--- config.mk ---
export PLATFORM = sky130hd
export DESIGN_NAME = ccd_core
export DESIGN_NICKNAME = d
export VERILOG_FILES = /design/src/design/ccd_pkg.sv /design/src/design/ccd_core.sv /design/src/design/ccd_sat.sv /design/src/design/ccd_sm_scale.sv
export SDC_FILE = /design/constraint.sdc
export NUM_CORES = 2
export LEC_CHECK = 0
export ABC_CLOCK_PERIOD_IN_PS = 31000
export BUFFER_PORTS_ARGS = -buffer_cell sky130_fd_sc_hd__clkbuf_2
export CORE_MARGIN = 3
export CORE_UTILIZATION = 38
export CTS_BUF_LIST = sky130_fd_sc_hd__clkbuf_8
export CTS_CLUSTER_DIAMETER = 120
export DETAILED_ROUTE_END_ITERATION = 6
export SETUP_SLACK_MARGIN = 0.05
export SLEW_MARGIN = 10
export SYNTH_ARGS = -nofsm -noshare
export SYNTH_HDL_FRONTEND = slang
export SYNTH_SLANG_ARGS = --single-unit
--- constraint.sdc ---
create_clock -name ref_clk -period 31 [get_ports ref_clk]
set_input_delay 3.1 -clock ref_clk [delete_from_list [all_inputs] [get_ports ref_clk]]
set_output_delay 3.1 -clock ref_clk [all_outputs]
set_load 0.01 [all_outputs]
--- src/design/ccd_pkg.sv ---
// package: constants, register map and carrier types of the calibration coefficient decoder
// Notes on behaviour
// - bridge reading unsigned 0..16383, step one
// - temperature reading unsigned 0..16383, step four
// - bridge gain bit 14 multiplies value by eight
// - bridge gain bits 13:0 fixed point, bit13=4
// - sign bit prefixed makes 15-bit two's complement offset
// - temperature gain fixed point, bit 7 weighs one
// - temperature offset is 8-bit two's complement
// - reference temperature is upper seven raw bits
// - offset drift: magnitude, sign bit0, scale bit1
// - offset drift scale flag multiplies by eight
// - gain drift: magnitude, sign bit2, no scale
// - second-order term hits the one selected target, none for code 11
// - offset-drift second-order term also scaled by eight
// - bridge nonlinearity saturates beyond negative limit
// - second-order coefficient is sign-magnitude, seven-bit magnitude
package ccd_pkg;
  localparam int unsigned AXI_AW = 8;
  localparam int unsigned AXI_DW = 32;
  localparam int unsigned RAW_W = 14;
  localparam int unsigned GAINB_W = 15;
  localparam int unsigned GAINB_SCALE_BIT = 14;
  localparam int unsigned GAINB_FRAC = 11;
  localparam int unsigned GAINB_SCALE_SH = 3;
  localparam int unsigned GAIN_DEC_W = 17;
  localparam int unsigned OFFB_W = 14;
  localparam int unsigned COEF8_W = 8;
  localparam int unsigned GAINT_FRAC = 7;
  localparam int unsigned TEMP_STEP_SH = 2;
  localparam int unsigned REFT_W = 7;
  localparam int unsigned REFT_SH = 7;
  localparam int unsigned SCALED_W = 12;
  localparam int unsigned DRIFT_SCALE_SH = 3;
  localparam int unsigned SOT_MAG_W = 7;
  localparam int unsigned NL_SH = 14;
  localparam int unsigned SOT_BR_SH = 9;
  localparam int unsigned DRIFT_W = 16;
  // drift sign/scale field bits
  localparam int unsigned DRIFT_TCO_SIGN = 0;
  localparam int unsigned DRIFT_TCO_SCALE = 1;
  localparam int unsigned DRIFT_TCG_SIGN = 2;
  // second-order target codes
  localparam logic [1:0] SOT_TO_BRIDGE = 2'h0;
  localparam logic [1:0] SOT_TO_TCG = 2'h1;
  localparam logic [1:0] SOT_TO_TCO = 2'h2;
  // register byte offsets
  localparam logic [AXI_AW-1:0] REG_GAIN_B = 8'h00;
  localparam logic [AXI_AW-1:0] REG_OFFSET_B = 8'h04;
  localparam logic [AXI_AW-1:0] REG_TEMP_COEF = 8'h08;
  localparam logic [AXI_AW-1:0] REG_DRIFT = 8'h0C;
  localparam logic [AXI_AW-1:0] REG_SECOND = 8'h10;
  localparam logic [AXI_AW-1:0] REG_STATUS = 8'h14;
  localparam logic [AXI_AW-1:0] REG_BRIDGE_OUT = 8'h18;
  localparam logic [AXI_AW-1:0] REG_TEMP_OUT = 8'h1C;
  localparam logic [AXI_AW-1:0] REG_OFF_DRIFT = 8'h20;
  localparam logic [AXI_AW-1:0] REG_GAIN_DRIFT = 8'h24;
  localparam int unsigned NUM_COEF = 5;
  localparam int unsigned NUM_CLIP = 5;
  // field positions inside coefficient words
  localparam int unsigned OFFB_SIGN_BIT = 14;
  localparam int unsigned GAINT_LSB = 0;
  localparam int unsigned OFFT_LSB = 8;
  localparam int unsigned REFT_LSB = 16;
  localparam int unsigned TCO_LSB = 0;
  localparam int unsigned TCG_LSB = 8;
  localparam int unsigned DCFG_LSB = 16;
  localparam int unsigned SOT_LSB = 0;
  localparam int unsigned SEL_LSB = 8;
  localparam logic [AXI_DW-1:0] COEF_MASK [NUM_COEF] = '{
    32'h00007FFF, 32'h00007FFF, 32'h007FFFFF, 32'h0007FFFF, 32'h000003FF};
  localparam logic [AXI_DW-1:0] COEF_RESET = 32'h00000000;
  localparam logic [NUM_CLIP-1:0] STAT_RESET = 5'h00;
  localparam logic [1:0] RESP_OKAY = 2'h0;
  localparam logic [1:0] RESP_SLVERR = 2'h2;

  typedef struct packed {
    logic [GAINB_W-1:0] gainB;
    logic offBSign;
    logic [OFFB_W-1:0] offB;
    logic [COEF8_W-1:0] gainT;
    logic [COEF8_W-1:0] offT;
    logic [REFT_W-1:0] refTemp;
    logic [COEF8_W-1:0] tcoMag;
    logic [COEF8_W-1:0] tcgMag;
    logic [2:0] driftCfg;
    logic [COEF8_W-1:0] sotCoef;
    logic [1:0] sotSel;
  } ccd_coef_t;

  typedef struct packed {
    logic [RAW_W-1:0] bridgeCorr;
    logic [RAW_W-1:0] tempCorr;
    logic [DRIFT_W-1:0] offDrift;
    logic [DRIFT_W-1:0] gainDrift;
  } ccd_result_t;
endpackage : ccd_pkg

--- src/design/ccd_core.sv ---
// calibration coefficient decoder: register file, operand decode and correction datapath
//
// Register access over AXI4-Lite and the address map were chosen for this implementation.
`timescale 1ns/100ps
`default_nettype none
module ccd_core (
  input wire logic ref_clk,
  input wire logic rst_n,
  input wire logic [ccd_pkg::AXI_AW-1:0] s_axi_awaddr,
  input wire logic s_axi_awvalid,
  output logic s_axi_awready,
  input wire logic [ccd_pkg::AXI_DW-1:0] s_axi_wdata,
  input wire logic [3:0] s_axi_wstrb,
  input wire logic s_axi_wvalid,
  output logic s_axi_wready,
  output logic [1:0] s_axi_bresp,
  output logic s_axi_bvalid,
  input wire logic s_axi_bready,
  input wire logic [ccd_pkg::AXI_AW-1:0] s_axi_araddr,
  input wire logic s_axi_arvalid,
  output logic s_axi_arready,
  output logic [ccd_pkg::AXI_DW-1:0] s_axi_rdata,
  output logic [1:0] s_axi_rresp,
  output logic s_axi_rvalid,
  input wire logic s_axi_rready,
  input wire logic [ccd_pkg::RAW_W-1:0] bridgeRawReading,
  input wire logic [ccd_pkg::RAW_W-1:0] tempRawReading,
  input wire logic rawValid,
  output ccd_pkg::ccd_result_t corrected,
  output logic correctedValid
);
  import ccd_pkg::*;
  ////////////////////////////////////////////////////////////////////////////
  // bus slave state
  logic awReady_ff, wReady_ff, bValid_ff, arReady_ff, rValid_ff;
  logic [1:0] bResp_ff, rResp_ff;
  logic [AXI_AW-1:0] awAddr_ff;
  logic [AXI_DW-1:0] wData_ff, rData_ff;
  logic [3:0] wStrb_ff;
  logic [AXI_DW-1:0] coefWord_ff [NUM_COEF];
  logic [AXI_DW-1:0] nxt_coefWord [NUM_COEF];
  logic [NUM_CLIP-1:0] statFlag_ff;
  ccd_result_t result_ff;
  logic resultValid_ff;
  wire logic awTake = s_axi_awvalid & awReady_ff;
  wire logic wTake = s_axi_wvalid & wReady_ff;
  // both halves held and no response pending: commit now
  wire logic doWrite = ~awReady_ff & ~wReady_ff & ~bValid_ff;
  wire logic bDone = bValid_ff & s_axi_bready;
  wire logic arTake = s_axi_arvalid & arReady_ff;
  wire logic rDone = rValid_ff & s_axi_rready;
  wire logic [5:0] wIdx = awAddr_ff[AXI_AW-1:2];
  wire logic [5:0] rIdx = s_axi_araddr[AXI_AW-1:2];
  wire logic wIsCoef = wIdx < 6'(NUM_COEF);
  wire logic wIsStat = wIdx == REG_STATUS[AXI_AW-1:2];
  wire logic [AXI_DW-1:0] strbMask = {{8{wStrb_ff[3]}}, {8{wStrb_ff[2]}},
                                      {8{wStrb_ff[1]}}, {8{wStrb_ff[0]}}};
  wire logic [NUM_CLIP-1:0] statClear = (doWrite & wIsStat) ?
                                        (wData_ff[NUM_CLIP-1:0] & strbMask[NUM_CLIP-1:0]) : '0;

  always_ff @(posedge ref_clk or negedge rst_n) begin
    if (!rst_n) begin
      awReady_ff <= 1'b1;
      awAddr_ff <= '0;
    end else if (awTake) begin
      awReady_ff <= 1'b0;
      awAddr_ff <= s_axi_awaddr;
    end else if (bDone) begin
      awReady_ff <= 1'b1;
    end
  end

  always_ff @(posedge ref_clk or negedge rst_n) begin
    if (!rst_n) begin
      wReady_ff <= 1'b1;
      wData_ff <= '0;
      wStrb_ff <= '0;
    end else if (wTake) begin
      wReady_ff <= 1'b0;
      wData_ff <= s_axi_wdata;
      wStrb_ff <= s_axi_wstrb;
    end else if (bDone) begin
      wReady_ff <= 1'b1;
    end
  end

  always_ff @(posedge ref_clk or negedge rst_n) begin
    if (!rst_n) begin
      bValid_ff <= 1'b0;
      bResp_ff <= RESP_OKAY;
    end else if (doWrite) begin
      bValid_ff <= 1'b1;
      bResp_ff <= (wIsCoef | wIsStat) ? RESP_OKAY : RESP_SLVERR;
    end else if (bDone) begin
      bValid_ff <= 1'b0;
    end
  end
  // coefficient words, reserved bits forced to zero
  for (genvar gi = 0; gi < NUM_COEF; gi++) begin : g_coef
    assign nxt_coefWord[gi] = ((coefWord_ff[gi] & ~strbMask) | (wData_ff & strbMask)) &
                              COEF_MASK[gi];
    always_ff @(posedge ref_clk or negedge rst_n) begin
      if (!rst_n) begin
        coefWord_ff[gi] <= COEF_RESET;
      end else if (doWrite && wIdx == 6'(gi)) begin
        coefWord_ff[gi] <= nxt_coefWord[gi];
      end
    end
  end

  ////////////////////////////////////////////////////////////////////////////
  // coefficient fields as written by the calibration host
  ccd_coef_t coef;
  assign coef.gainB = coefWord_ff[0][GAINB_W-1:0];
  assign coef.offB = coefWord_ff[1][OFFB_W-1:0];
  assign coef.offBSign = coefWord_ff[1][OFFB_SIGN_BIT];
  assign coef.gainT = coefWord_ff[2][GAINT_LSB +: COEF8_W];
  assign coef.offT = coefWord_ff[2][OFFT_LSB +: COEF8_W];
  assign coef.refTemp = coefWord_ff[2][REFT_LSB +: REFT_W];
  assign coef.tcoMag = coefWord_ff[3][TCO_LSB +: COEF8_W];
  assign coef.tcgMag = coefWord_ff[3][TCG_LSB +: COEF8_W];
  assign coef.driftCfg = coefWord_ff[3][DCFG_LSB +: 3];
  assign coef.sotCoef = coefWord_ff[4][SOT_LSB +: COEF8_W];
  assign coef.sotSel = coefWord_ff[4][SEL_LSB +: 2];
  ////////////////////////////////////////////////////////////////////////////
  // operand decode
  // gain in units of 2^-11; scale bit shifts the fraction up three places
  wire logic [GAIN_DEC_W-1:0] gainDec = coef.gainB[GAINB_SCALE_BIT] ?
      {coef.gainB[GAINB_SCALE_BIT-1:0], {GAINB_SCALE_SH{1'b0}}} :
      {{GAINB_SCALE_SH{1'b0}}, coef.gainB[GAINB_SCALE_BIT-1:0]};
  wire logic signed [16:0] offDec = 17'($signed({coef.offBSign, coef.offB}));
  wire logic [RAW_W-1:0] tempQ = {tempRawReading[RAW_W-1:TEMP_STEP_SH],
                                  {TEMP_STEP_SH{1'b0}}};
  wire logic signed [31:0] deltaT = 32'($signed({1'b0, tempRawReading[RAW_W-1:REFT_SH]})) -
                                    32'($signed({1'b0, coef.refTemp}));
  logic signed [SCALED_W-1:0] tcoS, tcgS, sotS;
  // only the offset-drift target inherits the times-eight scale
  wire logic sotScale = (coef.sotSel == SOT_TO_TCO) & coef.driftCfg[DRIFT_TCO_SCALE];
  ccd_sm_scale u_tco (
    .negative(coef.driftCfg[DRIFT_TCO_SIGN]),
    .magnitude(coef.tcoMag),
    .scaleBy8(coef.driftCfg[DRIFT_TCO_SCALE]),
    .value(tcoS)
  );
  ccd_sm_scale u_tcg (
    .negative(coef.driftCfg[DRIFT_TCG_SIGN]),
    .magnitude(coef.tcgMag),
    .scaleBy8(1'b0),
    .value(tcgS)
  );
  ccd_sm_scale u_sot (
    .negative(coef.sotCoef[SOT_MAG_W]),
    .magnitude({1'b0, coef.sotCoef[SOT_MAG_W-1:0]}),
    .scaleBy8(sotScale),
    .value(sotS)
  );
  // code 11 is prohibited: the term then reaches no target
  wire logic signed [SCALED_W-1:0] sotBridge = (coef.sotSel == SOT_TO_BRIDGE) ? sotS : '0;
  wire logic signed [SCALED_W-1:0] sotTcg = (coef.sotSel == SOT_TO_TCG) ? sotS : '0;
  wire logic signed [SCALED_W-1:0] sotTco = (coef.sotSel == SOT_TO_TCO) ? sotS : '0;
  ////////////////////////////////////////////////////////////////////////////
  // correction datapath, widths sized for the largest products
  logic [NUM_CLIP-1:0] clipNow;
  logic [RAW_W-1:0] linB, bridgeCorr, tempCorr;
  logic [DRIFT_W-1:0] offDrift, gainDrift;
  wire logic signed [16:0] sumB = $signed({3'h0, bridgeRawReading}) + offDec;
  wire logic signed [39:0] prodB = 40'(sumB) * 40'($signed({1'b0, gainDec}));
  wire logic signed [39:0] scaledB = prodB >>> GAINB_FRAC;
  ccd_sat #(.IN_W(40), .OUT_W(RAW_W), .UNS(1'b1)) u_satLin (
    .din(scaledB),
    .dout(linB),
    .clipped(clipNow[0])
  );
  wire logic [27:0] nlSq = 28'(linB) * 28'(linB);
  wire logic [RAW_W-1:0] nlS = nlSq[27:NL_SH];
  wire logic signed [27:0] termB = 28'($signed({1'b0, nlS})) * 28'(sotBridge);
  wire logic signed [27:0] nlSum = 28'($signed({1'b0, linB})) + (termB >>> SOT_BR_SH);
  // a strong negative curve pins at zero instead of wrapping to full scale
  ccd_sat #(.IN_W(28), .OUT_W(RAW_W), .UNS(1'b1)) u_satBr (
    .din(nlSum),
    .dout(bridgeCorr),
    .clipped(clipNow[1])
  );
  wire logic [21:0] tProd = 22'(tempQ) * 22'(coef.gainT);
  wire logic signed [23:0] tSum = 24'($signed({1'b0, tProd[21:GAINT_FRAC]})) +
                                  24'($signed(coef.offT));
  ccd_sat #(.IN_W(24), .OUT_W(RAW_W), .UNS(1'b1)) u_satT (
    .din(tSum),
    .dout(tempCorr),
    .clipped(clipNow[2])
  );
  wire logic signed [31:0] offDriftRaw = 32'(tcoS) * deltaT + 32'(sotTco) * deltaT * deltaT;
  wire logic signed [31:0] gainDriftRaw = 32'(tcgS) * deltaT + 32'(sotTcg) * deltaT * deltaT;
  ccd_sat #(.IN_W(32), .OUT_W(DRIFT_W), .UNS(1'b0)) u_satOd (
    .din(offDriftRaw),
    .dout(offDrift),
    .clipped(clipNow[3])
  );
  ccd_sat #(.IN_W(32), .OUT_W(DRIFT_W), .UNS(1'b0)) u_satGd (
    .din(gainDriftRaw),
    .dout(gainDrift),
    .clipped(clipNow[4])
  );
  always_ff @(posedge ref_clk or negedge rst_n) begin
    if (!rst_n) begin
      result_ff <= '0;
      resultValid_ff <= 1'b0;
    end else begin
      resultValid_ff <= rawValid;
      if (rawValid) begin
        result_ff <= '{bridgeCorr, tempCorr, offDrift, gainDrift};
      end
    end
  end
  // sticky clip flags, a new clip wins over a same-cycle clear
  always_ff @(posedge ref_clk or negedge rst_n) begin
    if (!rst_n) begin
      statFlag_ff <= STAT_RESET;
    end else begin
      statFlag_ff <= (statFlag_ff & ~statClear) | (rawValid ? clipNow : '0);
    end
  end

  ////////////////////////////////////////////////////////////////////////////
  // read path, one cycle after the address is taken
  wire logic [AXI_DW-1:0] rdMux =
      (rIdx < 6'(NUM_COEF)) ? coefWord_ff[rIdx[2:0]] :
      (rIdx == REG_STATUS[AXI_AW-1:2]) ? {{(AXI_DW - NUM_CLIP){1'b0}}, statFlag_ff} :
      (rIdx == REG_BRIDGE_OUT[AXI_AW-1:2]) ? {{(AXI_DW - RAW_W){1'b0}}, result_ff.bridgeCorr} :
      (rIdx == REG_TEMP_OUT[AXI_AW-1:2]) ? {{(AXI_DW - RAW_W){1'b0}}, result_ff.tempCorr} :
      (rIdx == REG_OFF_DRIFT[AXI_AW-1:2]) ? {{(AXI_DW - DRIFT_W){1'b0}}, result_ff.offDrift} :
      (rIdx == REG_GAIN_DRIFT[AXI_AW-1:2]) ? {{(AXI_DW - DRIFT_W){1'b0}}, result_ff.gainDrift} :
      '0;
  wire logic rMapped = rIdx <= REG_GAIN_DRIFT[AXI_AW-1:2];
  always_ff @(posedge ref_clk or negedge rst_n) begin
    if (!rst_n) begin
      arReady_ff <= 1'b1;
      rValid_ff <= 1'b0;
      rData_ff <= '0;
      rResp_ff <= RESP_OKAY;
    end else if (arTake) begin
      arReady_ff <= 1'b0;
      rValid_ff <= 1'b1;
      rData_ff <= rdMux;
      rResp_ff <= rMapped ? RESP_OKAY : RESP_SLVERR;
    end else if (rDone) begin
      arReady_ff <= 1'b1;
      rValid_ff <= 1'b0;
    end
  end
  assign s_axi_awready = awReady_ff;
  assign s_axi_wready = wReady_ff;
  assign s_axi_bvalid = bValid_ff;
  assign s_axi_bresp = bResp_ff;
  assign s_axi_arready = arReady_ff;
  assign s_axi_rvalid = rValid_ff;
  assign s_axi_rdata = rData_ff;
  assign s_axi_rresp = rResp_ff;
  assign corrected = result_ff;
  assign correctedValid = resultValid_ff;

  wire logic brPlain = (coef.offBSign == 1'b0) && (coef.offB == 14'h0000) && (sotBridge == '0);
endmodule : ccd_core
`default_nettype wire

--- src/design/ccd_sat.sv ---
// saturating narrowing of a signed value to a signed or unsigned range
`timescale 1ns/100ps
`default_nettype none
module ccd_sat #(
  parameter int IN_W = 32,
  parameter int OUT_W = 14,
  parameter bit UNS = 1'b1
) (
  input wire logic signed [IN_W-1:0] din,
  output logic [OUT_W-1:0] dout,
  output logic clipped
);
  localparam logic signed [IN_W-1:0] ONE = IN_W'(1);
  localparam logic signed [IN_W-1:0] MAXV = UNS ? (ONE <<< OUT_W) - ONE :
                                                  (ONE <<< (OUT_W - 1)) - ONE;
  localparam logic signed [IN_W-1:0] MINV = UNS ? '0 : -(ONE <<< (OUT_W - 1));

  wire logic overHi = din > MAXV;
  wire logic underLo = din < MINV;

  // clamp instead of wrap so a runaway term pins to the rail
  assign dout = overHi ? MAXV[OUT_W-1:0] : (underLo ? MINV[OUT_W-1:0] : din[OUT_W-1:0]);
  assign clipped = overHi | underLo;
endmodule : ccd_sat
`default_nettype wire

--- src/design/ccd_sm_scale.sv ---
// sign-magnitude coefficient to signed operand with optional times-eight scale
`timescale 1ns/100ps
`default_nettype none
module ccd_sm_scale (
  input wire logic negative,
  input wire logic [ccd_pkg::COEF8_W-1:0] magnitude,
  input wire logic scaleBy8,
  output logic signed [ccd_pkg::SCALED_W-1:0] value
);
  import ccd_pkg::*;

  wire logic signed [SCALED_W-1:0] magExt = $signed({{(SCALED_W - COEF8_W){1'b0}}, magnitude});
  wire logic signed [SCALED_W-1:0] signedVal = negative ? -magExt : magExt;

  // 255 * 8 still fits, so the shift never overflows
  assign value = scaleBy8 ? (signedVal <<< DRIFT_SCALE_SH) : signedVal;
endmodule : ccd_sm_scale
`default_nettype wire

Word level (Yosys, flattened, before mapping)
Cells that the tools add are included.
Widths: inputs -> output; s select.
{"block": "word_totals", "register_bits": 223, "input_bits": 88, "output_inout_bits": 102, "word_cells": 154}
{"block": "op_classes", "addsub": 9, "n_mul": 10, "order_cmp": 14, "n_eq_ne": 12, "muxes": 41, "bitwise_logic": 35, "n_reduce_logical": 11}
{"cell": "$mux 16", "count": 9}
{"cell": "$mul 12x8->20", "count": 5}
{"cell": "$bmux 32 s3", "count": 1}
{"cell": "$mux 12", "count": 8}
{"cell": "$mux 32", "count": 3}
{"cell": "$mux 14", "count": 6}
{"cell": "$add 20x28->29", "count": 2}
{"cell": "$gt 29x16->1 const B", "count": 2}
{"cell": "$lt 29x16->1 const B", "count": 2}
{"cell": "$mul 20x8->28", "count": 2}
{"cell": "$and 23x23->23", "count": 2}
{"cell": "$mul 16x18->34", "count": 1}
{"cell": "$and 15x15->15", "count": 2}
{"cell": "$eq 6x3->1 const B", "count": 5}
{"cell": "$or 15x15->15", "count": 2}
{"cell": "$mul 14x14->28", "count": 1}
{"cell": "$mul 15x12->27", "count": 1}
{"cell": "$neg 8->12", "count": 2}
{"cell": "$gt 23x15->1 const B", "count": 1}
{"cell": "$lt 23x1->1 const B", "count": 1}
{"cell": "$not 23->23", "count": 1}
{"cell": "$or 23x23->23", "count": 1}
{"cell": "$add 15x18->19", "count": 1}
{"cell": "$and 19x19->19", "count": 1}
{"cell": "other kinds (34)", "count": 70}

Logic depth before layout (Yosys ltp)
{"block": "depth", "depth_word": 12, "ltp_mapped": 94, "mapped_depth_nobuf": 90}

Modules after synthesis
Synthesis repeated with hierarchy kept, for this count alone.
{"block": "hier_totals", "cells_unflattened": 6908, "hier_area_um2": 62861.5}
{"mod": "ccd_core", "instances": 1, "cells_each": 6522, "area_each_um2": 60103.9, "seq_area_each_um2": 5258.8}
{"mod": "ccd_sm_scale", "instances": 3, "cells_each": 69, "area_each_um2": 469.2, "seq_area_each_um2": 0.0}
{"mod": "ccd_sat at u_satGd ...", "instances": 2, "cells_each": 29, "area_each_um2": 237.7, "seq_area_each_um2": 0.0}
{"mod": "ccd_sat at u_satBr", "instances": 1, "cells_each": 40, "area_each_um2": 321.6, "seq_area_each_um2": 0.0}
{"mod": "ccd_sat at u_satLin", "instances": 1, "cells_each": 43, "area_each_um2": 307.8, "seq_area_each_um2": 0.0}
{"mod": "ccd_sat at u_satT", "instances": 1, "cells_each": 38, "area_each_um2": 245.2, "seq_area_each_um2": 0.0}

Least setup slack after synthesis
OpenSTA, ideal clock, no wires.
{"block": "synth_timing", "kind": "input port to flip-flop", "startpoint": "input bridgeRawReading[0] in the netlist's numbering", "endpoint": "register result_ff, in the netlist corrected[53]", "setup_ps": 66, "arrival_time_ps": 24074, "t_required_ps": 30934, "setup_slack_ps": 6859, "path_stages": 87, "n_path_buf": 3, "cell_sequence": "ha_1 fa_1 a21o_1 a21oi_1 o21bai_1 a21oi_1 o21bai_1 a21oi_1 o21bai_1 a21oi_1 o21ai_1 a211oi_1 nor2_1 fa_1 inv_1 fa_1 inv_1 fa_1 [51 not listed] a21oi_1 o21bai_1 a21o_1 a211oi_1 nor2b_1 nor2_1 o21a_1 nor2b_1 nor2_1 xnor2_1 ha_1 nand2_1 o31ai_1 nand4_1 a2bb2oi_1 a211oi_1 clkbuf_1 a221o_1"}
{"block": "synth_between", "elab_chain_cells": 11, "word_cells_on_any_way": 13, "cone_classes": "2 x add/sub; 3 x mul; 4 x order compare; 4 x mux"}
{"element": "start, declared", "line_no": "ccd_core.sv:26", "source": "input wire logic [ccd_pkg::RAW_W-1:0] bridgeRawReading,"}
{"element": "$add 15x15->16 *", "line_no": "ccd_core.sv:166", "source": "wire logic signed [16:0] sumB = $signed({3'h0, bridgeRawReading}) + offDec;"}
{"element": "$mul 16x18->34 *", "line_no": "ccd_core.sv:167", "source": "wire logic signed [39:0] prodB = 40'(sumB) * 40'($signed({1'b0, gainDec}));"}
{"element": "$lt 23x1->1", "line_no": "ccd_sat.sv:19", "source": "wire logic underLo = din < MINV;"}
{"element": "$mux 14", "line_no": "ccd_sat.sv:22", "source": "assign dout = overHi ? MAXV[OUT_W-1:0] : (underLo ? MINV[OUT_W-1:0] : din[OUT_W-1:0]);"}
{"element": "$mux 14 *", "line_no": "ccd_sat.sv:22"}
{"element": "$mul 14x14->28", "line_no": "ccd_core.sv:174", "source": "wire logic [27:0] nlSq = 28'(linB) * 28'(linB);"}
{"element": "$mul 15x12->27", "line_no": "ccd_core.sv:176", "source": "wire logic signed [27:0] termB = 28'($signed({1'b0, nlS})) * 28'(sotBridge);"}
{"element": "$add 15x18->19 *", "line_no": "ccd_core.sv:177", "source": "wire logic signed [27:0] nlSum = 28'($signed({1'b0, linB})) + (termB >>> SOT_BR_SH);"}
{"element": "$lt 19x1->1", "line_no": "ccd_sat.sv:19"}
{"element": "$mux 14", "line_no": "ccd_sat.sv:22"}
{"element": "$mux 14 *", "line_no": "ccd_sat.sv:22"}
{"element": "end signal, assigned", "line_no": "ccd_core.sv:211", "source": "result_ff <= '{bridgeCorr, tempCorr, offDrift, gainDrift};"}
{"element": "end, declared", "line_no": "ccd_core.sv:43", "source": "ccd_result_t result_ff;"}
Every way passes the cells marked *; elsewhere a longest branch is shown, timed or not.
A chain may end at the register's enable or synchronous reset.

Final worst setup path
{"block": "layout_timing", "startpoint": "input bridgeRawReading[0] in the netlist's numbering", "endpoint": "register result_ff, in the netlist corrected[56]"}
Same word-level chain as after synthesis.

==> impl_metrics.ini <==
[critical_path]
ff_to_ff_end = corrected[56]
crit_path_max_incr_delay_ns = 0.91
critical_path_peak_fanout = 18
timing.critical_path.required_ns = 31.50
path_class = in2reg
regToRegStartpoint = coef[52]
reg2reg_slack_ns = 5.39
critical_path.startpoint = bridgeRawReading[0]
timing.critical_path.mode_cell = fa_1
r2r_worst_path_depth = 82
crit_slowest_cell = nor2_1
worstSetupEndpoint = corrected[56]
setup.worst_path.end_class = register
cp.arrival_ns = 28.23
critical_path_startpoint_category = primary input

[layout]
area.growth.synth_to_final_pct = 6.573
fill_cells = 16350
post_layout_util_pct = 41.01
drive_above_1_share_pct = 7.567
nNetsFinal = 8855

[clock_network]
post_cts_resize_count = 0
post_cts_hold_buffer_count = 0
cts_tree = done
clock_latency_ns = 0.63
ctsLongestPathBuffers = 3
cts.sink_count = 210
cts_root_buf = clkbuf_8
cts_max_level = 2
clkTransAtPathRegs_ns = 0.06
post-cts-setup-buffers = 0
cts-buffers-inserted = 41

[routing]
first_iter_violations = 3469
routed_via_count = 48350
drt_first_pass_iters = 6
dr_wl_cell_um = 19.95
routed_via_density = 5.276
ant_nets = 0
drt-total-wl_mm = 182.8
drc = 0

[synthesis]
netlist_area_pre_place_sq_um = 62130
yosys_register_bits = 210
postSynth.topFlopCell = dfrtp_1
synthArstFlopShare_pct = 100.0
count_of_flip_flops_with_a_built_in_enable_after_synthesis = 0
synth_largest_area_cell = fa_1
yosysMostFrequentCell = inv_1
synthCells = 6947
netlist_top_cells_area = fa_1 39%, ha_1 12%, inv_1 8.5%
synthesis.yosys.warnings = 0
postSynthAreaPerCell_sq_um = 8.944
ys_top_cells_by_count = 1,414 x inv_1, 1,211 x fa_1, 765 x nand2_1, 589 x nor2_1, 581 x ha_1
distinct_cell_type_count_after_synthesis = 92
yosys.area.top_type_share_pct = 39.02
synth-seq-area-share_pct = 8.464

[sta]
setup_repair_after_global_routing_missed_its_margin = no
max-slew-margin-rel_pct = 14.70
tns_ns = 0
fin_crit_ns = 27.73
finalSetupViolations = 0
fin_worst_skew_ns = 0.03404
worst_pin_slew_ns = 1.273
post-route-worst-setup-slack_ns = 3.267
max_freq_ghz = 0.03606
final_hold_viol_count = 0
layout_worst_path_cycle_share_pct = 89.46
slew_viol_final = 0

[placed_design]
dp_slack_ns = 2.810
post-dp-hpwl_mm = 152.6
gpl.final_weighted_congestion = 0.9532
io_buffers = 162

[global_routing]
grt_start_max_net_pins = 108
grt_overflow = 0
track_usage_pct = 22.29
first_global_vias = 51820
number_of_antenna_violations_at_the_first_check_in_global_routing = 12
grt_pass1_wl_mm = 293.7

[floorplanning]
die_w_um = 410.4
ios = 190
die_h_um = 410.4
fp-row-count = 147
initial_cell_density_of_the_core_pct = 38.48
design.die.area_sq_um = 168400
area_of_the_placeable_core_sq_um = 161500

[status]
outcome = complete, no violations

[run]
timing.max_cap.violations = 0

[worst_hold_path]
worstHoldStart = s_axi_rdata[7]
hp_class = reg2reg
==> area by class of cell <==
cell class	instances	area, sq um	share of cell area (%)
repair buffers	223	1284	1.939
clock buffers	52	715.7	1.081
clock inverters	20	156.4	0.2362
multi-input cells	5066	50720	76.59
diodes	1	2.502	0.003779
well taps	2160	2703	4.081
inverters	1433	5379	8.123
flip-flops and latches	210	5260	7.943
==> metal layers <==
metal,vias to the layer above,wire length [um],GRT usage [%]
li1,21810,-,-
met3,317,12900,3.109
met1,24640,77200,29.78
met4,4,7053,7.541
met2,1582,85650,37.15
met5,-,26,0
==> flip-flops by register name, summed over array words and instances (netlist names) <==
signal          flops
coef               82
s_axi_rvalid        1
statFlag_ff         5
s_axi_rdata        23
awAddr_ff           6
s_axi_bresp         1
s_axi_bvalid        1
s_axi_wready        1
s_axi_arready       1
correctedValid      1
wStrb_ff            3
corrected          60
s_axi_rresp         1
s_axi_awready       1
wData_ff           23
==> logic make-up after synthesis <==
kind of cell	Yosys count	share of synthesized area (%)
and+or+nand+nor	2027	14.77
adders and majority gates	1792	50.72
buffers and inverters	1681	10.24
AOI/OAI and AO/OA	790	8.496
xor gates and xnor gates	234	3.321
muxes	212	3.989
DFF	210	8.464
other	1	0.006035
==> how the worst min path moves through the flow <==
stage               slack (ns)  cells after the start             end
detailed placement        0.47                      2  s_axi_rdata[7]
global placement          0.46                      2  s_axi_rdata[7]
finish                    0.48                      2  s_axi_rdata[7]
CTS                       0.48                      2  s_axi_rdata[7]
global route              0.50                      1   s_axi_arready
floorplan                 0.45                      2  statFlag_ff[0]
==> worst max-delay path: cells and delay by family <==
family | cells | cell delay [ns]
AOI/OAI and AO/OA | 21 | 6.05
adders and majority gates | 23 | 10.35
and+or+nand+nor | 18 | 4.43
buffers and inverters | 16 | 1.71
muxes | 1 | 0.19
xor gates and xnor gates | 4 | 2.35
==> per-stage QoR <==
step	cells	area [sq um]	hold WS (ns)
global placement	9092	65340	0.4610
CTS	9164	66220	0.4836
detailed placement	9092	65340	0.4711
global route	9165	66220	0.5029
finish	9165	66220	0.4810
floorplan	6957	62170	0.4481
==> layout by cell type, fill, tap and decap left out, types with 25 or more instances in the layout <==
cell / netlist / final
a211oi_1: 31 / 31
a21o_1: 70 / 70
a21oi_1: 201 / 201
a31oi_1: 31 / 31
and2_1: 136 / 136
and3_1: 40 / 40
buf_4: 11 / 63
clkbuf_2: 0 / 159
clkbuf_8: 0 / 52
dfrtp_1: 207 / 206
fa_1: 1211 / 1210
ha_1: 581 / 580
inv_1: 1414 / 1424
mux2_2: 135 / 135
mux2i_1: 62 / 62
nand2_1: 765 / 764
nand2b_1: 99 / 99
nand3_1: 82 / 82
nand4_1: 31 / 31
nor2_1: 589 / 587
nor2b_1: 58 / 57
nor3_1: 84 / 84
o21a_1: 37 / 37
o21ai_0: 140 / 140
o21ai_1: 25 / 25
o21bai_1: 38 / 38
or2_2: 26 / 26
or3_1: 42 / 42
xnor2_1: 165 / 151
xor2_1: 68 / 65
Power is not shown: default switching activity piles up to over one toggle a cycle in this logic, so the estimate is an artifact.
